`src/logic/supervisor_pkg.sv`:
```
// Constants for the supply supervisor with watchdog and chip-enable gating
package supervisor_pkg;

  // ****************************************
  // Time base and documented times
  // ****************************************
  localparam int unsigned CLK_MHZ = 200;
  localparam int unsigned CLK_KHZ = CLK_MHZ * 1000;
  localparam int unsigned RESET_HOLD_MS = 200;
  localparam int unsigned WD_PERIOD_MS = 1600;
  localparam int unsigned WD_SERVICE_MS = 1400;
  localparam int unsigned CE_LINGER_US = 15;
  localparam int unsigned KICK_MIN_NS = 50;

  // Cycle counts; longest times round down, least times round up
  localparam logic [31:0] RESET_HOLD_CYC = 32'(RESET_HOLD_MS * CLK_KHZ);
  localparam logic [31:0] WD_PERIOD_CYC = 32'(WD_PERIOD_MS * CLK_KHZ);
  localparam logic [31:0] WD_SERVICE_CYC = 32'(WD_SERVICE_MS * CLK_KHZ);
  localparam logic [11:0] CE_LINGER_CYC = 12'(CE_LINGER_US * CLK_MHZ);
  localparam logic [3:0] KICK_PULSE_CYC = 4'((KICK_MIN_NS * CLK_MHZ + 999) / 1000);

  // ****************************************
  // Register map
  // ****************************************
  localparam logic [11:0] CTRL_ADDR = 12'h000;
  localparam logic [11:0] STATUS_ADDR = 12'h004;
  localparam logic [31:0] CTRL_RESET_VAL = 32'h0000_0000;
  localparam int CTRL_SW_RESET_BIT = 0;
  localparam int ST_RESET_BIT = 0;
  localparam int ST_HOLD_BIT = 1;
  localparam int ST_BACKUP_BIT = 2;
  localparam int ST_ARMED_BIT = 3;
  localparam int ST_SEALED_BIT = 4;
  localparam int ST_GATE_BIT = 5;
  localparam int ST_PFLAG_BIT = 6;
  localparam int ST_WD_TRIP_BIT = 7;

  // ****************************************
  // Synchroniser lanes
  // ****************************************
  localparam int SYNC_W = 8;
  localparam int SY_SUPPLY = 0;
  localparam int SY_ABOVE_CELL = 1;
  localparam int SY_PF_SENSE = 2;
  localparam int SY_MR = 3;
  localparam int SY_KICK = 4;
  localparam int SY_CE_IN = 5;
  localparam int SY_CE_PIN = 6;
  localparam int SY_PF_PIN = 7;
  localparam logic [SYNC_W-1:0] SYNC_RST_VAL = 8'he8;

  typedef enum logic [2:0] {
    GATE_PASS = 3'b001,
    GATE_LINGER = 3'b010,
    GATE_BLOCK = 3'b100
  } gate_e;

  typedef enum logic [1:0] {
    SEL_NONE = 2'b00,
    SEL_CTRL = 2'b01,
    SEL_STATUS = 2'b10
  } reg_sel_e;

endpackage : supervisor_pkg

```
`src/logic/level_sync.sv`:
```
// Two-stage synchroniser for asynchronous level inputs
`timescale 1ns/1ps
module level_sync #(
  parameter int W = 1,
  parameter logic [W-1:0] RST_VAL = '0
) (
  input wire logic i_sys_clk,
  input wire logic i_rstn,
  input wire logic [W-1:0] i_async,
  output logic [W-1:0] o_sync
);

  // First stage feeds only the second stage
  logic [W-1:0] stage1_r;

  always_ff @(posedge i_sys_clk or negedge i_rstn) begin
    if (!i_rstn) begin
      stage1_r <= RST_VAL;
      o_sync <= RST_VAL;
    end else begin
      stage1_r <= i_async;
      o_sync <= stage1_r;
    end
  end

endmodule : level_sync

```
`src/logic/supply_supervisor_watchdog.sv`:
```
// Supply supervisor: reset generator, watchdog, chip-enable gate, seal
//
// Behaviour
// Reset held low while supply is below trip; released after hold time.
// Every reset assertion lasts at least the full reset hold time.
// Hold timer clears while supply is low, restarts when it returns.
// Manual reset low asserts reset; held low plus hold time after release.
// Manual reset ignored during hold time while freshness seal is armed.
// Seal arms when flag pin held low through hold; seals at supply drop.
// Sealed: cell stays disconnected until supply next rises above trip.
// Seal arms only with manual reset high; afterwards manual reset irrelevant.
// Watchdog not kicked within its period asserts reset.
// Watchdog timer clears on reset or any kick edge, 50 ns pulses seen.
// Watchdog stays cleared during reset, counts right after release.
// Floating kick pin: internal driver pulses high at 7/8 period.
// Reset released: chip-enable output follows chip-enable input.
// Input low at reset: gate lingers up to 15 us or until input high.
// Input high at power-down: gate disables at once, input floats.
// Gate stays disabled for the whole reset hold time.
// Disabled gate pulls chip-enable output high; pull-up off when enabled.
// Power-fail flag low when sense below level, else high.
// Supply below cell: comparison off, power-fail flag low.
// During hold time power-fail flag forced high.
// Backup mode only when supply below trip and below cell.
// RAM fed from supply above trip, else from the higher source.
// Backup mode: watchdog off, reset low, output high, input floating.
// Hold and watchdog times are counters with parameter lengths.
// Comparator and pin inputs synchronised before any decision uses them.
//
// Design decisions made here: the address map and the APB register port.
`timescale 1ns/1ps
module supply_supervisor_watchdog #(
  parameter logic [31:0] HOLD_CYC = supervisor_pkg::RESET_HOLD_CYC,
  parameter logic [31:0] WD_CYC = supervisor_pkg::WD_PERIOD_CYC,
  parameter logic [31:0] SERVICE_CYC = supervisor_pkg::WD_SERVICE_CYC
) (
  input wire logic i_sys_clk,
  input wire logic i_rstn,
  input wire logic i_psel,
  input wire logic i_penable,
  input wire logic i_pwrite,
  input wire logic [11:0] i_paddr,
  input wire logic [31:0] i_pwdata,
  output logic [31:0] o_prdata,
  output logic o_pready,
  output logic o_pslverr,
  input wire logic i_supply_ok,
  input wire logic i_supply_above_cell,
  input wire logic i_powerfail_sense_ok,
  input wire logic i_manual_reset_n,
  input wire logic i_watchdog_kick_in,
  output logic o_watchdog_kick_out,
  output logic o_watchdog_kick_oe,
  input wire logic i_chip_enable_in_n,
  output logic o_chip_enable_in_hiz,
  input wire logic i_chip_enable_out_n,
  output logic o_chip_enable_out_n,
  output logic o_chip_enable_out_oe,
  output logic o_chip_enable_pullup,
  input wire logic i_powerfail_flag_n,
  output logic o_powerfail_flag_n,
  output logic o_powerfail_flag_oe,
  output logic o_reset_n,
  output logic o_backup_mode,
  output logic o_ram_from_cell
);
  import supervisor_pkg::*;

  // ****************************************
  // Input synchronisation
  // ****************************************
  logic [SYNC_W-1:0] sy;
  logic sup_ok, above_cell, pf_ok, mr_n, kick, ce_in_n, ce_pin_n, pf_pin_n;

  level_sync #(
    .W(SYNC_W),
    .RST_VAL(SYNC_RST_VAL)
  ) u_sync (
    .i_sys_clk(i_sys_clk),
    .i_rstn(i_rstn),
    .i_async({i_powerfail_flag_n, i_chip_enable_out_n, i_chip_enable_in_n,
              i_watchdog_kick_in, i_manual_reset_n, i_powerfail_sense_ok,
              i_supply_above_cell, i_supply_ok}),
    .o_sync(sy)
  );

  assign sup_ok = sy[SY_SUPPLY];
  assign above_cell = sy[SY_ABOVE_CELL];
  assign pf_ok = sy[SY_PF_SENSE];
  assign mr_n = sy[SY_MR];
  assign kick = sy[SY_KICK];
  assign ce_in_n = sy[SY_CE_IN];
  assign ce_pin_n = sy[SY_CE_PIN];
  assign pf_pin_n = sy[SY_PF_PIN];

  // ****************************************
  // Register bus decode
  // ****************************************
  function automatic reg_sel_e reg_sel(input logic [11:0] addr);
    reg_sel_e sel;
    sel = SEL_NONE;
    if (addr == CTRL_ADDR) begin
      sel = SEL_CTRL;
    end else if (addr == STATUS_ADDR) begin
      sel = SEL_STATUS;
    end
    return sel;
  endfunction : reg_sel

  logic apb_acc, apb_fire;
  logic [31:0] ctrl_r;
  logic wd_flag_r;
  logic sw_reset;
  reg_sel_e sel;

  assign apb_acc = i_psel && i_penable;
  assign apb_fire = apb_acc && o_pready;
  assign sel = reg_sel(i_paddr);
  assign sw_reset = ctrl_r[CTRL_SW_RESET_BIT];

  // ****************************************
  // Reset generator and hold timer
  // ****************************************
  logic rst_n_r, hold_run_r, armed_r, ready_r, sealed_r;
  logic [31:0] hold_cnt_r;
  logic backup, mr_low_eff, level_cause, wd_trip, hold_done;

  assign backup = !sup_ok && !above_cell;
  // A seal armed during the hold must not be undone by a manual reset
  assign mr_low_eff = !mr_n && !(hold_run_r && armed_r);
  assign level_cause = !sup_ok || mr_low_eff || sw_reset;
  assign hold_done = !rst_n_r && hold_cnt_r == HOLD_CYC - 32'h1;

  always_ff @(posedge i_sys_clk or negedge i_rstn) begin
    if (!i_rstn) begin
      rst_n_r <= 1'b0;
      hold_run_r <= 1'b0;
      hold_cnt_r <= 32'h0;
    end else if (level_cause) begin
      rst_n_r <= 1'b0;
      hold_run_r <= 1'b0;
      hold_cnt_r <= 32'h0;
    end else if (wd_trip) begin
      rst_n_r <= 1'b0;
      hold_run_r <= 1'b1;
      hold_cnt_r <= 32'h0;
    end else if (hold_done) begin
      rst_n_r <= 1'b1;
      hold_run_r <= 1'b0;
      hold_cnt_r <= 32'h0;
    end else if (!rst_n_r) begin
      hold_run_r <= 1'b1;
      hold_cnt_r <= hold_cnt_r + 32'h1;
    end
  end

  // ****************************************
  // Freshness seal
  // ****************************************
  always_ff @(posedge i_sys_clk or negedge i_rstn) begin
    if (!i_rstn) begin
      armed_r <= 1'b0;
      ready_r <= 1'b0;
    end else if (!sup_ok) begin
      armed_r <= 1'b0;
      ready_r <= 1'b0;
    end else begin
      // Pin readback trusted once own forced-high flag drive has settled
      if (hold_run_r && hold_cnt_r > 32'h3 && above_cell && mr_n &&
          (!pf_pin_n || !ce_pin_n)) begin
        armed_r <= 1'b1;
      end
      if (hold_done && !level_cause && armed_r) begin
        ready_r <= 1'b1;
      end
    end
  end

  always_ff @(posedge i_sys_clk or negedge i_rstn) begin
    if (!i_rstn) begin
      sealed_r <= 1'b0;
    end else if (sup_ok) begin
      sealed_r <= 1'b0;
    end else if (ready_r) begin
      sealed_r <= 1'b1;
    end
  end

  // ****************************************
  // Watchdog
  // ****************************************
  logic kick_d_r, kick_edge;
  logic [31:0] wd_cnt_r;
  logic [3:0] pulse_cnt_r;
  logic kick_out_r, kick_oe_r;

  assign kick_edge = kick ^ kick_d_r;
  assign wd_trip = rst_n_r && !kick_edge && wd_cnt_r == WD_CYC - 32'h1;

  always_ff @(posedge i_sys_clk or negedge i_rstn) begin
    if (!i_rstn) begin
      kick_d_r <= 1'b0;
      wd_cnt_r <= 32'h0;
    end else begin
      kick_d_r <= kick;
      if (!rst_n_r || kick_edge || wd_trip) begin
        wd_cnt_r <= 32'h0;
      end else begin
        wd_cnt_r <= wd_cnt_r + 32'h1;
      end
    end
  end

  // Weak internal driver; an open pin echoes it back and so services itself
  always_ff @(posedge i_sys_clk or negedge i_rstn) begin
    if (!i_rstn) begin
      pulse_cnt_r <= 4'h0;
      kick_out_r <= 1'b0;
      kick_oe_r <= 1'b0;
    end else begin
      if (rst_n_r && wd_cnt_r == SERVICE_CYC - 32'h1) begin
        pulse_cnt_r <= KICK_PULSE_CYC;
      end else if (pulse_cnt_r != 4'h0) begin
        pulse_cnt_r <= pulse_cnt_r - 4'h1;
      end
      kick_out_r <= pulse_cnt_r != 4'h0;
      kick_oe_r <= !backup;
    end
  end

  // ****************************************
  // Chip-enable gate
  // ****************************************
  gate_e gate_st_r;
  logic [11:0] linger_cnt_r;
  logic ce_out_r, pullup_r, ce_oe_r;

  always_ff @(posedge i_sys_clk or negedge i_rstn) begin
    if (!i_rstn) begin
      gate_st_r <= GATE_BLOCK;
      linger_cnt_r <= 12'h0;
    end else begin
      unique case (gate_st_r)
        GATE_PASS: begin
          linger_cnt_r <= 12'h0;
          if (!rst_n_r) begin
            // Let a write already under way finish
            gate_st_r <= (!ce_in_n && !backup) ? GATE_LINGER : GATE_BLOCK;
          end
        end
        GATE_LINGER: begin
          if (ce_in_n || backup || linger_cnt_r == CE_LINGER_CYC - 12'h1) begin
            gate_st_r <= GATE_BLOCK;
          end else begin
            linger_cnt_r <= linger_cnt_r + 12'h1;
          end
        end
        GATE_BLOCK: begin
          if (rst_n_r && !backup) begin
            gate_st_r <= GATE_PASS;
          end
        end
      endcase
    end
  end

  // Registered path adds sync latency; no 3 ns pass-through here
  always_ff @(posedge i_sys_clk or negedge i_rstn) begin
    if (!i_rstn) begin
      ce_out_r <= 1'b1;
      pullup_r <= 1'b1;
      ce_oe_r <= 1'b0;
    end else begin
      ce_out_r <= (gate_st_r == GATE_BLOCK) ? 1'b1 : ce_in_n;
      pullup_r <= gate_st_r == GATE_BLOCK;
      ce_oe_r <= 1'b1;
    end
  end

  // ****************************************
  // Power-fail flag and supply selection
  // ****************************************
  logic pf_r, pf_oe_r, backup_r, ram_cell_r;

  always_ff @(posedge i_sys_clk or negedge i_rstn) begin
    if (!i_rstn) begin
      pf_r <= 1'b0;
      pf_oe_r <= 1'b0;
      backup_r <= 1'b0;
      ram_cell_r <= 1'b0;
    end else begin
      if (!above_cell) begin
        pf_r <= 1'b0;
      end else if (hold_run_r) begin
        pf_r <= 1'b1;
      end else begin
        pf_r <= pf_ok;
      end
      pf_oe_r <= 1'b1;
      backup_r <= backup;
      ram_cell_r <= backup && !sealed_r;
    end
  end

  // ****************************************
  // APB slave
  // ****************************************
  logic pready_r, pslverr_r;
  logic [31:0] prdata_r, status;

  always_comb begin
    status = 32'h0;
    status[ST_RESET_BIT] = !rst_n_r;
    status[ST_HOLD_BIT] = hold_run_r;
    status[ST_BACKUP_BIT] = backup_r;
    status[ST_ARMED_BIT] = armed_r;
    status[ST_SEALED_BIT] = sealed_r;
    status[ST_GATE_BIT] = gate_st_r != GATE_BLOCK;
    status[ST_PFLAG_BIT] = pf_r;
    status[ST_WD_TRIP_BIT] = wd_flag_r;
  end

  always_ff @(posedge i_sys_clk or negedge i_rstn) begin
    if (!i_rstn) begin
      pready_r <= 1'b0;
      pslverr_r <= 1'b0;
      prdata_r <= 32'h0;
    end else begin
      pready_r <= apb_acc && !pready_r;
      pslverr_r <= apb_acc && !pready_r && sel == SEL_NONE;
      if (apb_acc && !pready_r && !i_pwrite) begin
        prdata_r <= (sel == SEL_CTRL) ? ctrl_r : (sel == SEL_STATUS) ? status : 32'h0;
      end
    end
  end

  always_ff @(posedge i_sys_clk or negedge i_rstn) begin
    if (!i_rstn) begin
      ctrl_r <= CTRL_RESET_VAL;
    end else if (apb_fire && i_pwrite && sel == SEL_CTRL) begin
      ctrl_r <= i_pwdata;
    end
  end

  // Trip wins over a clear in the same cycle
  always_ff @(posedge i_sys_clk or negedge i_rstn) begin
    if (!i_rstn) begin
      wd_flag_r <= 1'b0;
    end else if (wd_trip) begin
      wd_flag_r <= 1'b1;
    end else if (apb_fire && i_pwrite && sel == SEL_STATUS && i_pwdata[ST_WD_TRIP_BIT]) begin
      wd_flag_r <= 1'b0;
    end
  end

  assign o_prdata = prdata_r;
  assign o_pready = pready_r;
  assign o_pslverr = pslverr_r;
  assign o_reset_n = rst_n_r;
  assign o_watchdog_kick_out = kick_out_r;
  assign o_watchdog_kick_oe = kick_oe_r;
  assign o_chip_enable_out_n = ce_out_r;
  assign o_chip_enable_out_oe = ce_oe_r;
  assign o_chip_enable_pullup = pullup_r;
  assign o_chip_enable_in_hiz = pullup_r;
  assign o_powerfail_flag_n = pf_r;
  assign o_powerfail_flag_oe = pf_oe_r;
  assign o_backup_mode = backup_r;
  assign o_ram_from_cell = ram_cell_r;
endmodule : supply_supervisor_watchdog

```
`config.mk`:
```
export PLATFORM = sky130hd
export DESIGN_NAME = supply_supervisor_watchdog
export DESIGN_NICKNAME = d
export VERILOG_FILES = /design/src/logic/supervisor_pkg.sv /design/src/logic/level_sync.sv /design/src/logic/supply_supervisor_watchdog.sv
export SDC_FILE = /design/constraint.sdc
export NUM_CORES = 1
export LEC_CHECK = 0
export BUFFER_PORTS_ARGS = -buffer_cell sky130_fd_sc_hd__buf_2
export CORE_MARGIN = 5
export CORE_UTILIZATION = 62
export DETAILED_ROUTE_END_ITERATION = 10
export HOLD_SLACK_MARGIN = 0.03
export PLACE_DENSITY = 0.86
export SLEW_MARGIN = 30
export SYNTH_ARGS = -nofsm -noshare
export SYNTH_HDL_FRONTEND = slang
export SYNTH_SLANG_ARGS = --single-unit
```
`constraint.sdc`:
```
create_clock -name i_sys_clk -period 4.5 [get_ports i_sys_clk]
set_clock_uncertainty 0.1 [all_clocks]
set_input_delay 0.225 -clock i_sys_clk [delete_from_list [all_inputs] [get_ports i_sys_clk]]
set_output_delay 0.225 -clock i_sys_clk [all_outputs]
set_load 0.05 [all_outputs]
```
-- After elaboration in Yosys (flattened, before gate mapping)
Cells that the tools add are included.
- bits in registers: 180
- latch bits: 0
- RAM bits: 0
- ROM bits: 0
- output and inout port bits: 45
- memories: 0
- add/sub/neg operators: 4
- multipliers: 0
- div/mod/pow operators: 0
- order comparisons: 1
- eq/ne operators: 18
- shifts and indexed selects: 0
- muxes and demuxes: 36
- bitwise operators: 1
- reduce and logical (&&, ||, !) cells: 56
- operator list (kind ; count):
    2-to-1 mux 32 bit ; 6
    adder 32 x 1 -> 32 bit, second input constant ; 2
    equality test 32 x 29 -> 1 bit, second input constant ; 2
    equality test 32 x 26 -> 1 bit, second input constant ; 1
    > comparator 32 x 2 -> 1 bit, second input constant ; 1
    logical AND 1 bit ; 25
    one-hot mux 12 bit (2 select lines) ; 1
    2-to-1 mux 1 bit ; 18
    zero test 1 bit ; 14
    adder 12 x 1 -> 12 bit, second input constant ; 1
    equality test 12 bit, second input constant ; 1
    equality test 12 x 3 -> 1 bit, second input constant ; 1
    zero test 12 bit ; 1
    2-to-1 mux 12 bit ; 1
    2-to-1 mux 3 bit ; 4
    != test 2 bit, second input constant ; 6
    one-hot mux 3 bit (3 select lines) ; 1
    2-to-1 mux 4 bit ; 2
    2-to-1 mux 8 bit ; 1
    nonzero test 2 bit ; 4
    logical OR 1 bit ; 7
    2-to-1 mux 2 bit ; 2
    != test 4 x 1 -> 1 bit, second input constant ; 1
    nonzero test 4 bit ; 1
    12 further kinds ; 12

-- Longest topological paths before layout
Gate-level depths: netlist (run 1).
- word-level depth: 10
- gate-level depth with buffers: 10
- gate-level depth less buffers: 7

-- Cells and area by module
A second synthesis (run 1) with hierarchy kept.
- cells, all modules: 789
- area total of the unflattened synthesis: 8525.7 µm²
- by module, submodules not included (module ; instances ; cells an instance ; area each (µm²) ; sequential area each (µm²)):
    supply_supervisor_watchdog ; 1 ; 773 ; 8115.3 ; 4107.7
    level_sync ; 1 ; 16 ; 410.4 ; 410.4

-- Worst setup path after synthesis (run 1)
Ideal clock, no wire load.
- path kind: register -> register
- from: register wd_cnt_r[0]
- to: register hold_cnt_r[31]
- library setup time: 0.077 ns
- arrival: 2.157 ns
- data required time: 4.323 ns
- slack: 2.165 ns
- cell stages (with the launch flop): 9
- buffers on the path: 1
- cell sequence: dfrtp_1 -> ha_1 -> and3_1 -> buf_2 -> nand4_4 -> nor4_4 -> o211ai_4 -> or4_1 -> a21oi_1
- longest elaborated chain between the ends: 4
- ends and longest elaborated chain (item ; line ; source):
    from (decl) ; supply_supervisor_watchdog.sv:193 ; logic [31:0] wd_cnt_r;
    from (signal assigned) ; supply_supervisor_watchdog.sv:209 ; wd_cnt_r <= wd_cnt_r + 32'h1;
    equality test 32 x 29 -> 1 bit * ; supply_supervisor_watchdog.sv:198 ; assign wd_trip = rst_n_r && !kick_edge && wd_cnt_r == WD_CYC - 32'h1;
    logical AND 1 bit * ; supply_supervisor_watchdog.sv:198 ;
    2-to-1 mux 32 bit ; supply_supervisor_watchdog.sv:143 ; end else if (wd_trip) begin
    2-to-1 mux 32 bit ; supply_supervisor_watchdog.sv:139 ; end else if (level_cause) begin
    to (signal assigned) ; supply_supervisor_watchdog.sv:153 ; hold_cnt_r <= hold_cnt_r + 32'h1;
    to (decl) ; supply_supervisor_watchdog.sv:125 ; logic [31:0] hold_cnt_r;
Every way passes the cells marked *; elsewhere a longest branch is shown, timed or not.
A chain may end at the register's enable or synchronous reset.

-- Worst setup path after layout (run 1)
- from: register wd_cnt_r[0]
- to: register hold_cnt_r[9]
Same word-level chain as after synthesis.

==> impl_results.md, run 1 <==
- DRT iter0 DRCs: 556
- Antenna Nets Post-Route: 0
- Hold WC Path Type: in -> reg
- Post-CTS Hold Buffers: 43
- First-pass GRT wire length: 31.4 mm
- Critical setup path kind: reg -> reg
- Delay of the slowest cell on the worst path: 0.48 ns
- Reg power frac: 0.521
- Setup TNS: 0 ns
- Setup violations, final: 0
- CP top delay family: simple AND/OR/NAND/NOR gates
- Gr ovfl total: 0
- Final Hold Viols: 0
- M1 WL: 7.44 mm
- Post-CTS Setup Inserts: 0
- Min cycle time layout: 3.08 ns
- Clock transition at the registers of the reported paths: 0.07 ns
- Yosys reg bits: 180
- Worst-Margin Slew: 0.776 ns
- Ys Warns: 0
- Worst-Skew Late Latency: 0.44 ns
- Synth Flop Type: dfrtp_1
- Synth cell types: 51
- Sequential area share after synthesis: 0.573
- Routed WL: 18.9 mm
- Vias in the first global route: 6296
- Clock power frac: 0.436
- Total CTS buffers: 17
- DR pass1 iterations: 5
- DRC violations left: 0
- P_int: 2.40 mW
- CTS root buffer: clkbuf_16
- Io pins: 102
- Max-Cap Viols: 0
- Post-Syn Area per Cell: 11.2 um2
- Fmax: 0.325 GHz
- Vias per Instance: 5.92
- Place WS: 1.45 ns
- Mapped Nets: 765
- Post-synth ARST share: 1.00
- Sw Pwr: 746 uW
- CP bufs+invs: 2
- WP data arrival: 3.30 ns
- Worst setup margin: 1.42 ns
- CP max stage cell: nand2b_1
- Worst setup EP type: flip-flop
- Maximum VDD drop: 0.282 mV
- Met3 Wirelength: 888 um
- Post-CTS resize count: 0
- Final Slew Violations: 0
- Initial antenna violation count: 1
- CP max FO: 24
- Initial core utilization: 0.628
- Mapped Cells: 703
- Die height: 123 um
- Via count: 6054
- Die ar.: 0.0151 mm2
- CTS tree: built
- Chip Width: 123 um
- Clock Sinks: 180
- Leakage: 4.38 nW
- Gr usage total: 0.269
- Switching Fraction: 0.237
- Rel. slew slack: 0.483
- Period utilization: 0.684
- Critical Path RT: 4.73 ns
- Power Total: 3.15 mW
- CP startpoint kind: flip-flop
- Clk buf depth: 2
- Final #Nets: 898
- Combinational share of power: 0.042
- Drt wl/cell: 18.5 um
- Number of H-tree levels: 4
- Status: finished, final reports clean
- Post-synth EDFFs: 0
- Pin count of the biggest net entering global routing: 99
- Cell Chain, Critical Path: ha_1 -> and3_1 -> nand4_4 -> nor4_4 -> buf_4 -> nand2b_1 -> nand2b_1 -> buf_4 -> o21ba_2
- Syn-to-layout area delta: 20.4%
- Site Rows: 41
- PwrDens: 331 mW/mm2
- Uppermost layer routed: met4
- Core Footprint: 0.0126 mm2
- Synthesized area: 0.00789 mm2
- Share of layout cells above drive strength 1: 0.230
- Half-perimeter wire length after placement: 11.5 mm
- Port bufs: 101
- Unrepaired setup endpoints after global routing: no
- RePlAce Congestion: 0.833
- Routed length on met2: 9.99 mm
flip-flops by register name (all words and copies together), names as in the netlist, 3 cells and up:
name,cells
u_sync.o_sync,8
hold_cnt_r,32
gate_st_r,3
pulse_cnt_r,4
ctrl_r,32
wd_cnt_r,32
u_sync.stage1_r,8
linger_cnt_r,12
o_prdata,32
routing by layer:
metal  global-route usage  vias up
met2                0.468      209
met5                    0        -
met3               0.0650       51
li1                     -     2770
met4                0.109        0
met1                0.321     3024
placed cells by master (no fill, tap or decap), types with 3 or more instances in the layout:
master | netlist | layout
dfrtp_1 | 169 | 169
or2_2 | 3 | 3
or3b_2 | 3 | 3
a21oi_1 | 19 | 19
dfstp_2 | 11 | 11
clkbuf_16 | 0 | 17
clkinv_2 | 0 | 4
and3_1 | 16 | 16
mux2i_1 | 8 | 8
inv_1 | 12 | 12
o31ai_1 | 13 | 13
o211ai_1 | 8 | 8
buf_2 | 5 | 100
or3_1 | 11 | 11
o21ai_0 | 19 | 19
nand4_1 | 12 | 12
o21a_1 | 4 | 4
xnor2_1 | 19 | 19
xor2_1 | 40 | 40
nand3_1 | 27 | 27
nor3b_1 | 5 | 4
inv_6 | 0 | 4
nand2b_1 | 5 | 5
nor2b_1 | 3 | 3
and4_1 | 8 | 8
mux2_2 | 32 | 32
and2_1 | 7 | 7
nand2_1 | 43 | 43
a22o_1 | 24 | 24
ha_1 | 5 | 5
or4_1 | 5 | 5
dlygate4sd3_1 | 0 | 43
nor4_1 | 12 | 12
nor3_1 | 14 | 12
buf_4 | 4 | 7
nor2_1 | 79 | 79
o2111ai_1 | 11 | 11
power groups by stage:
stage                     clock [mW]  sequential (mW)  combinational [mW]
after floorplan                    0             1.68              0.0233
after CTS                       1.38             1.64               0.132
final                           1.37             1.64               0.134
after global placement             0             1.67              0.0985
after global routing            1.45             1.64               0.147
after detailed placement           0             1.67               0.102
stage by stage:
step | std cells | cell area [um2] | hold slack, ns | utilization
4_1_cts | 1021 | 9490 | 0.106 | 0.755
2_1_floorplan | 703 | 7890 | -0.171 | -
3_3_place_gp | 946 | 8520 | 0.232 | 0.678
5_1_grt | 1022 | 9500 | 0.148 | 0.756
3_5_place_dp | 946 | 8520 | 0.231 | 0.678
6_report | 1022 | 9500 | 0.130 | 0.756
logic make-up after synthesis:
group,after synthesis,synth area share
multiplexers,40,0.0558
AO/OA/AOI/OAI,109,0.0997
XOR/XNOR,59,0.0655
AND/OR/NAND/NOR,260,0.172
other,1,0.000475
flip-flops,180,0.573
adder cells (fa/ha/maj),5,0.00793
buffers and inverters,49,0.0260
cell usage after synthesis, drive strengths merged (10+ instances only):
library cell	instances	area, um2
nor2	79	297
clkbuf	27	101
nand4	13	96.3
mux2	32	360
xnor2	19	166
dfrtp	169	4230
buf	10	58.8
xor2	40	350
and3	16	100
nor4	13	96.3
nor3	14	70.1
o31ai	13	97.6
o2111ai	11	96.3
a21oi	19	95.1
nand3	27	135
dfstp	11	289
a22o	24	210
nand2	43	161
o21ai	19	95.1
or3	11	68.8
inv	12	45.0
worst min-delay path, stage by stage:
cell	delay, ns
buf_2	0.10
nand4_1	0.14
o31ai_1	0.10
nand2b_1	0.07
worst paths after layout:
check / from / to / slack (ns) / cells after the start
setup / recovery: wd_cnt_r[0] / hold_cnt_r[9] / 1.42 / 9
hold / removal: i_pwrite / wd_flag_r / 0.13 / 4
setup reg to reg: wd_cnt_r[0] / hold_cnt_r[9] / 1.42 / 9
hold reg to reg: u_sync.stage1_r[7] / u_sync.o_sync[7] / 0.25 / 0
max in group asynchronous: i_rstn / ctrl_r[28] / 2.95 / 3
min in group asynchronous: i_rstn / linger_cnt_r[11] / 0.29 / 2
area by class of cell:
type | instances | area (um2)
timing repair buffer | 151 | 997
clock buffer | 19 | 433
tap | 172 | 215
antenna | 1 | 2.50
clock inverter | 13 | 104
fill | 796 | 3070
inverter | 12 | 45.0
sequential | 180 | 4520
multi-input combinational | 474 | 3180
(Power assumes the default switching activity.)
==> run 2: changes to the inputs <==
--- a/config.mk
+++ b/config.mk
@@ -7,10 +7,10 @@
 export LEC_CHECK = 0
 export BUFFER_PORTS_ARGS = -buffer_cell sky130_fd_sc_hd__buf_2
 export CORE_MARGIN = 5
-export CORE_UTILIZATION = 62
+export CORE_UTILIZATION = 52
 export DETAILED_ROUTE_END_ITERATION = 10
 export HOLD_SLACK_MARGIN = 0.03
-export PLACE_DENSITY = 0.86
+export PLACE_DENSITY = 0.77
 export SLEW_MARGIN = 30
 export SYNTH_ARGS = -nofsm -noshare
 export SYNTH_HDL_FRONTEND = slang
==> constraint.sdc (replaced) <==
create_clock -name i_sys_clk -period 2.8 [get_ports i_sys_clk]
set_clock_uncertainty 0.1 [all_clocks]
set_input_delay 0.14 -clock i_sys_clk [delete_from_list [all_inputs] [get_ports i_sys_clk]]
set_output_delay 0.14 -clock i_sys_clk [all_outputs]
set_load 0.05 [all_outputs]
==> impl_results.md, run 2 (same netlist as run 1, synthesis figures left out) <==
- Status: finished, final reports clean (unchanged)
- Drt wl/cell: 17.7 um (was 18.5 um)
- Vias per Instance: 5.79 (was 5.92)
- Min cycle time layout: 2.55 ns (was 3.08 ns)
- Total CTS buffers: 17 (unchanged)
- WP data arrival: 2.80 ns (was 3.30 ns)
- Grt met3 use: 0.0393 (was 0.0650)
- Gr usage total: 0.219 (was 0.269)
- Placed cells: 972 (was 946)
- Via count: 6059 (was 6054)
- Port bufs: 101 (unchanged)
- Reg-to-Reg End: hold_cnt_r[29] (was hold_cnt_r[9])
- Fin cells: 1047 (was 1022)
- Setup TNS: 0 ns (unchanged)
- Number of H-tree levels: 4 (unchanged)
- Worst hold stages: 4 (unchanged)
- CP Depth: 8 (was 9)
- Fmax: 0.393 GHz (was 0.325 GHz)
- Setup violations, final: 0 (unchanged)
- Clock Sinks: 180 (unchanged)
- Highest-count cells in the layout ignoring fill and taps: dfrtp_1, buf_2, nor2_1, nand2_1, dlygate4sd3_1 (unchanged)
- Initial antenna violation count: 0 (was 1)
- CP top delay family: simple AND/OR/NAND/NOR gates (unchanged)
- Most common cell after layout, fill and taps aside: dfrtp_1 (unchanged)
- CTS tree: built (unchanged)
- Final Slew Violations: 0 (unchanged)
- Ant. Diodes: 0 (was 1)
- Post-CTS Setup Inserts: 0 (unchanged)
- Site Rows: 45 (was 41)
- Half-perimeter wire length after placement: 12.0 mm (was 11.5 mm)
- Maximum VDD drop: 0.378 mV (was 0.282 mV)
- Share of layout cells above drive strength 1: 0.241 (was 0.230)
- Clock transition at the registers of the reported paths: 0.07 ns (about the same)
- Initial core utilization: 0.525 (was 0.628)
- Placed inst area: 0.00864 mm2 (was 0.00852 mm2)
- Global Route met2 Usage: 0.379 (was 0.468)
- PwrDens: 542 mW/mm2 (was 331 mW/mm2)
- Cell Chain, Critical Path: ha_1 -> and3_2 -> nand4_4 -> nor4_4 -> buf_4 -> o2111ai_1 -> or3_1 -> a21oi_1 (was ha_1 -> and3_1 -> nand4_4 -> nor4_4 -> buf_4 -> nand2b_1 -> nand2b_1 -> buf_4 -> o21ba_2)
- First-pass GRT wire length: 31.7 mm (was 31.4 mm)
- Worst r2r src: wd_cnt_r[0] (unchanged)
- Chip Width: 133 um (was 123 um)
- Antenna Nets Post-Route: 0 (unchanged)
- Syn-to-layout area delta: 22.7% (was 20.4%)
- Worst-Margin Slew: 0.822 ns (was 0.776 ns)
- Worst setup EP type: flip-flop (unchanged)
- DRC violations left: 0 (unchanged)
- Critical Path RT: 3.05 ns (was 4.73 ns)
- Length in cells of the worst reg-to-reg path: 8 (was 9)
- Pin count of the biggest net entering global routing: 87 (was 99)
- Worst-Skew Late Latency: 0.43 ns (was 0.44 ns)
- Rel. slew slack: 0.452 (was 0.483)
- Fillers: 1127 (was 796)
- Hold WC Path Type: in -> reg (unchanged)
- RePlAce Congestion: 0.898 (was 0.833)
- FF-to-FF setup slack: 0.25 ns (was 1.42 ns)
- CP startpoint kind: flip-flop (unchanged)
- Die ar.: 0.0177 mm2 (was 0.0151 mm2)
- Critical setup path kind: reg -> reg (unchanged)
- Leakage: 4.47 nW (was 4.38 nW)
- Unrepaired setup endpoints after global routing: no (unchanged)
- Final Hold Viols: 0 (unchanged)
- Met1 Use GR: 0.264 (was 0.321)
- Post-route cell area: 0.00968 mm2 (was 0.00950 mm2)
- Period utilization: 0.909 (was 0.684)
- Max-Cap Viols: 0 (unchanged)
- Die height: 133 um (was 123 um)
- CP bufs+invs: 1 (was 2)
- DR pass1 iterations: 5 (unchanged)
- Gr ovfl total: 0 (unchanged)
- Grt peak-use layer: met2 (unchanged)
- Hold Path Sink: wd_flag_r (unchanged)
- Worst hold path startpoint: i_pwrite (unchanged)
- Vias in the first global route: 6484 (was 6296)
- CP max FO: 13 (was 24)
- CP max stage cell: dfrtp_1 (was nand2b_1)
- Io pins: 102 (unchanged)
- DRT iter0 DRCs: 538 (was 556)
- Clk buf depth: 2 (unchanged)
- Final #Nets: 908 (was 898)
- CTS root buffer: clkbuf_16 (unchanged)
- Routed WL: 18.5 mm (was 18.9 mm)
- Core Footprint: 0.0150 mm2 (was 0.0126 mm2)
- Delay of the slowest cell on the worst path: 0.40 ns (was 0.48 ns)
## run 2: cell types whose count changed in the layout (fill, tap and decap cells not counted), sizes merged
cell | previous run | this run
buf | 107 | 118
inv | 16 | 21
clkbuf | 20 | 18
clkinv | 7 | 5
clkinvlp | 2 | 0
diode | 1 | 0
## run 2: final cells by class
| type | count | area (um2) | area share |
|---|---|---|---|
| sequential | 180 | 4520 | 0.467 |
| clock inverter | 14 | 170 | 0.0176 |
| tap | 188 | 235 | 0.0243 |
| inverter | 12 | 45.0 | 0.00465 |
| timing repair buffer | 161 | 1090 | 0.113 |
| clock buffer | 18 | 439 | 0.0454 |
| multi-input combinational | 474 | 3180 | 0.328 |
## run 2: worst max-delay path by stage
stage	end	start
after CTS	hold_cnt_r[29]	wd_cnt_r[0]
after detailed placement	hold_cnt_r[29]	wd_cnt_r[0]
after floorplan	hold_cnt_r[31]	wd_cnt_r[0]
after global routing	hold_cnt_r[25]	wd_cnt_r[0]
final	hold_cnt_r[29]	wd_cnt_r[0]
after global placement	hold_cnt_r[31]	wd_cnt_r[0]
## run 2: power by group
group | internal (mW) | total (mW) | switching (mW) | leakage, nW
Combinational | 0.0917 | 0.220 | 0.128 | 1.73
Clock | 1.24 | 2.39 | 1.16 | 0.298
Sequential | 2.62 | 2.63 | 0.0119 | 2.44
## run 2: worst min-delay path, cell delays in order
cell and delay [ns]:
buf_2 0.11, nand4_1 0.13, o31ai_1 0.09, nand2b_1 0.07
## run 2: metal layers
layer  part of all wire  vias to the layer above
li1                   -                     2793
met1               0.41                     3035
met2               0.52                      177
met3              0.035                       54
met4              0.035                        0
met5                  0                        -
## run 2: what timing repair did
item                                    CTS  global route
hold buffers                             43             0
endpoints found under the setup margin    0             1
hold endpoints to repair                121             0
resized for setup                         0             1
## run 2: metrics by stage
stage / hold slack, ns / setup slack (ns) / util / power, mW
after floorplan: -0.256 / 0.465 / - / 2.74
after global placement: 0.148 / 0.299 / 0.575 / 2.85
after detailed placement: 0.147 / 0.233 / 0.575 / 2.86
after CTS: 0.0332 / 0.210 / 0.644 / 5.29
after global routing: 0.0836 / 0.0511 / 0.644 / 5.43
final: 0.0436 / 0.254 / 0.644 / 5.25
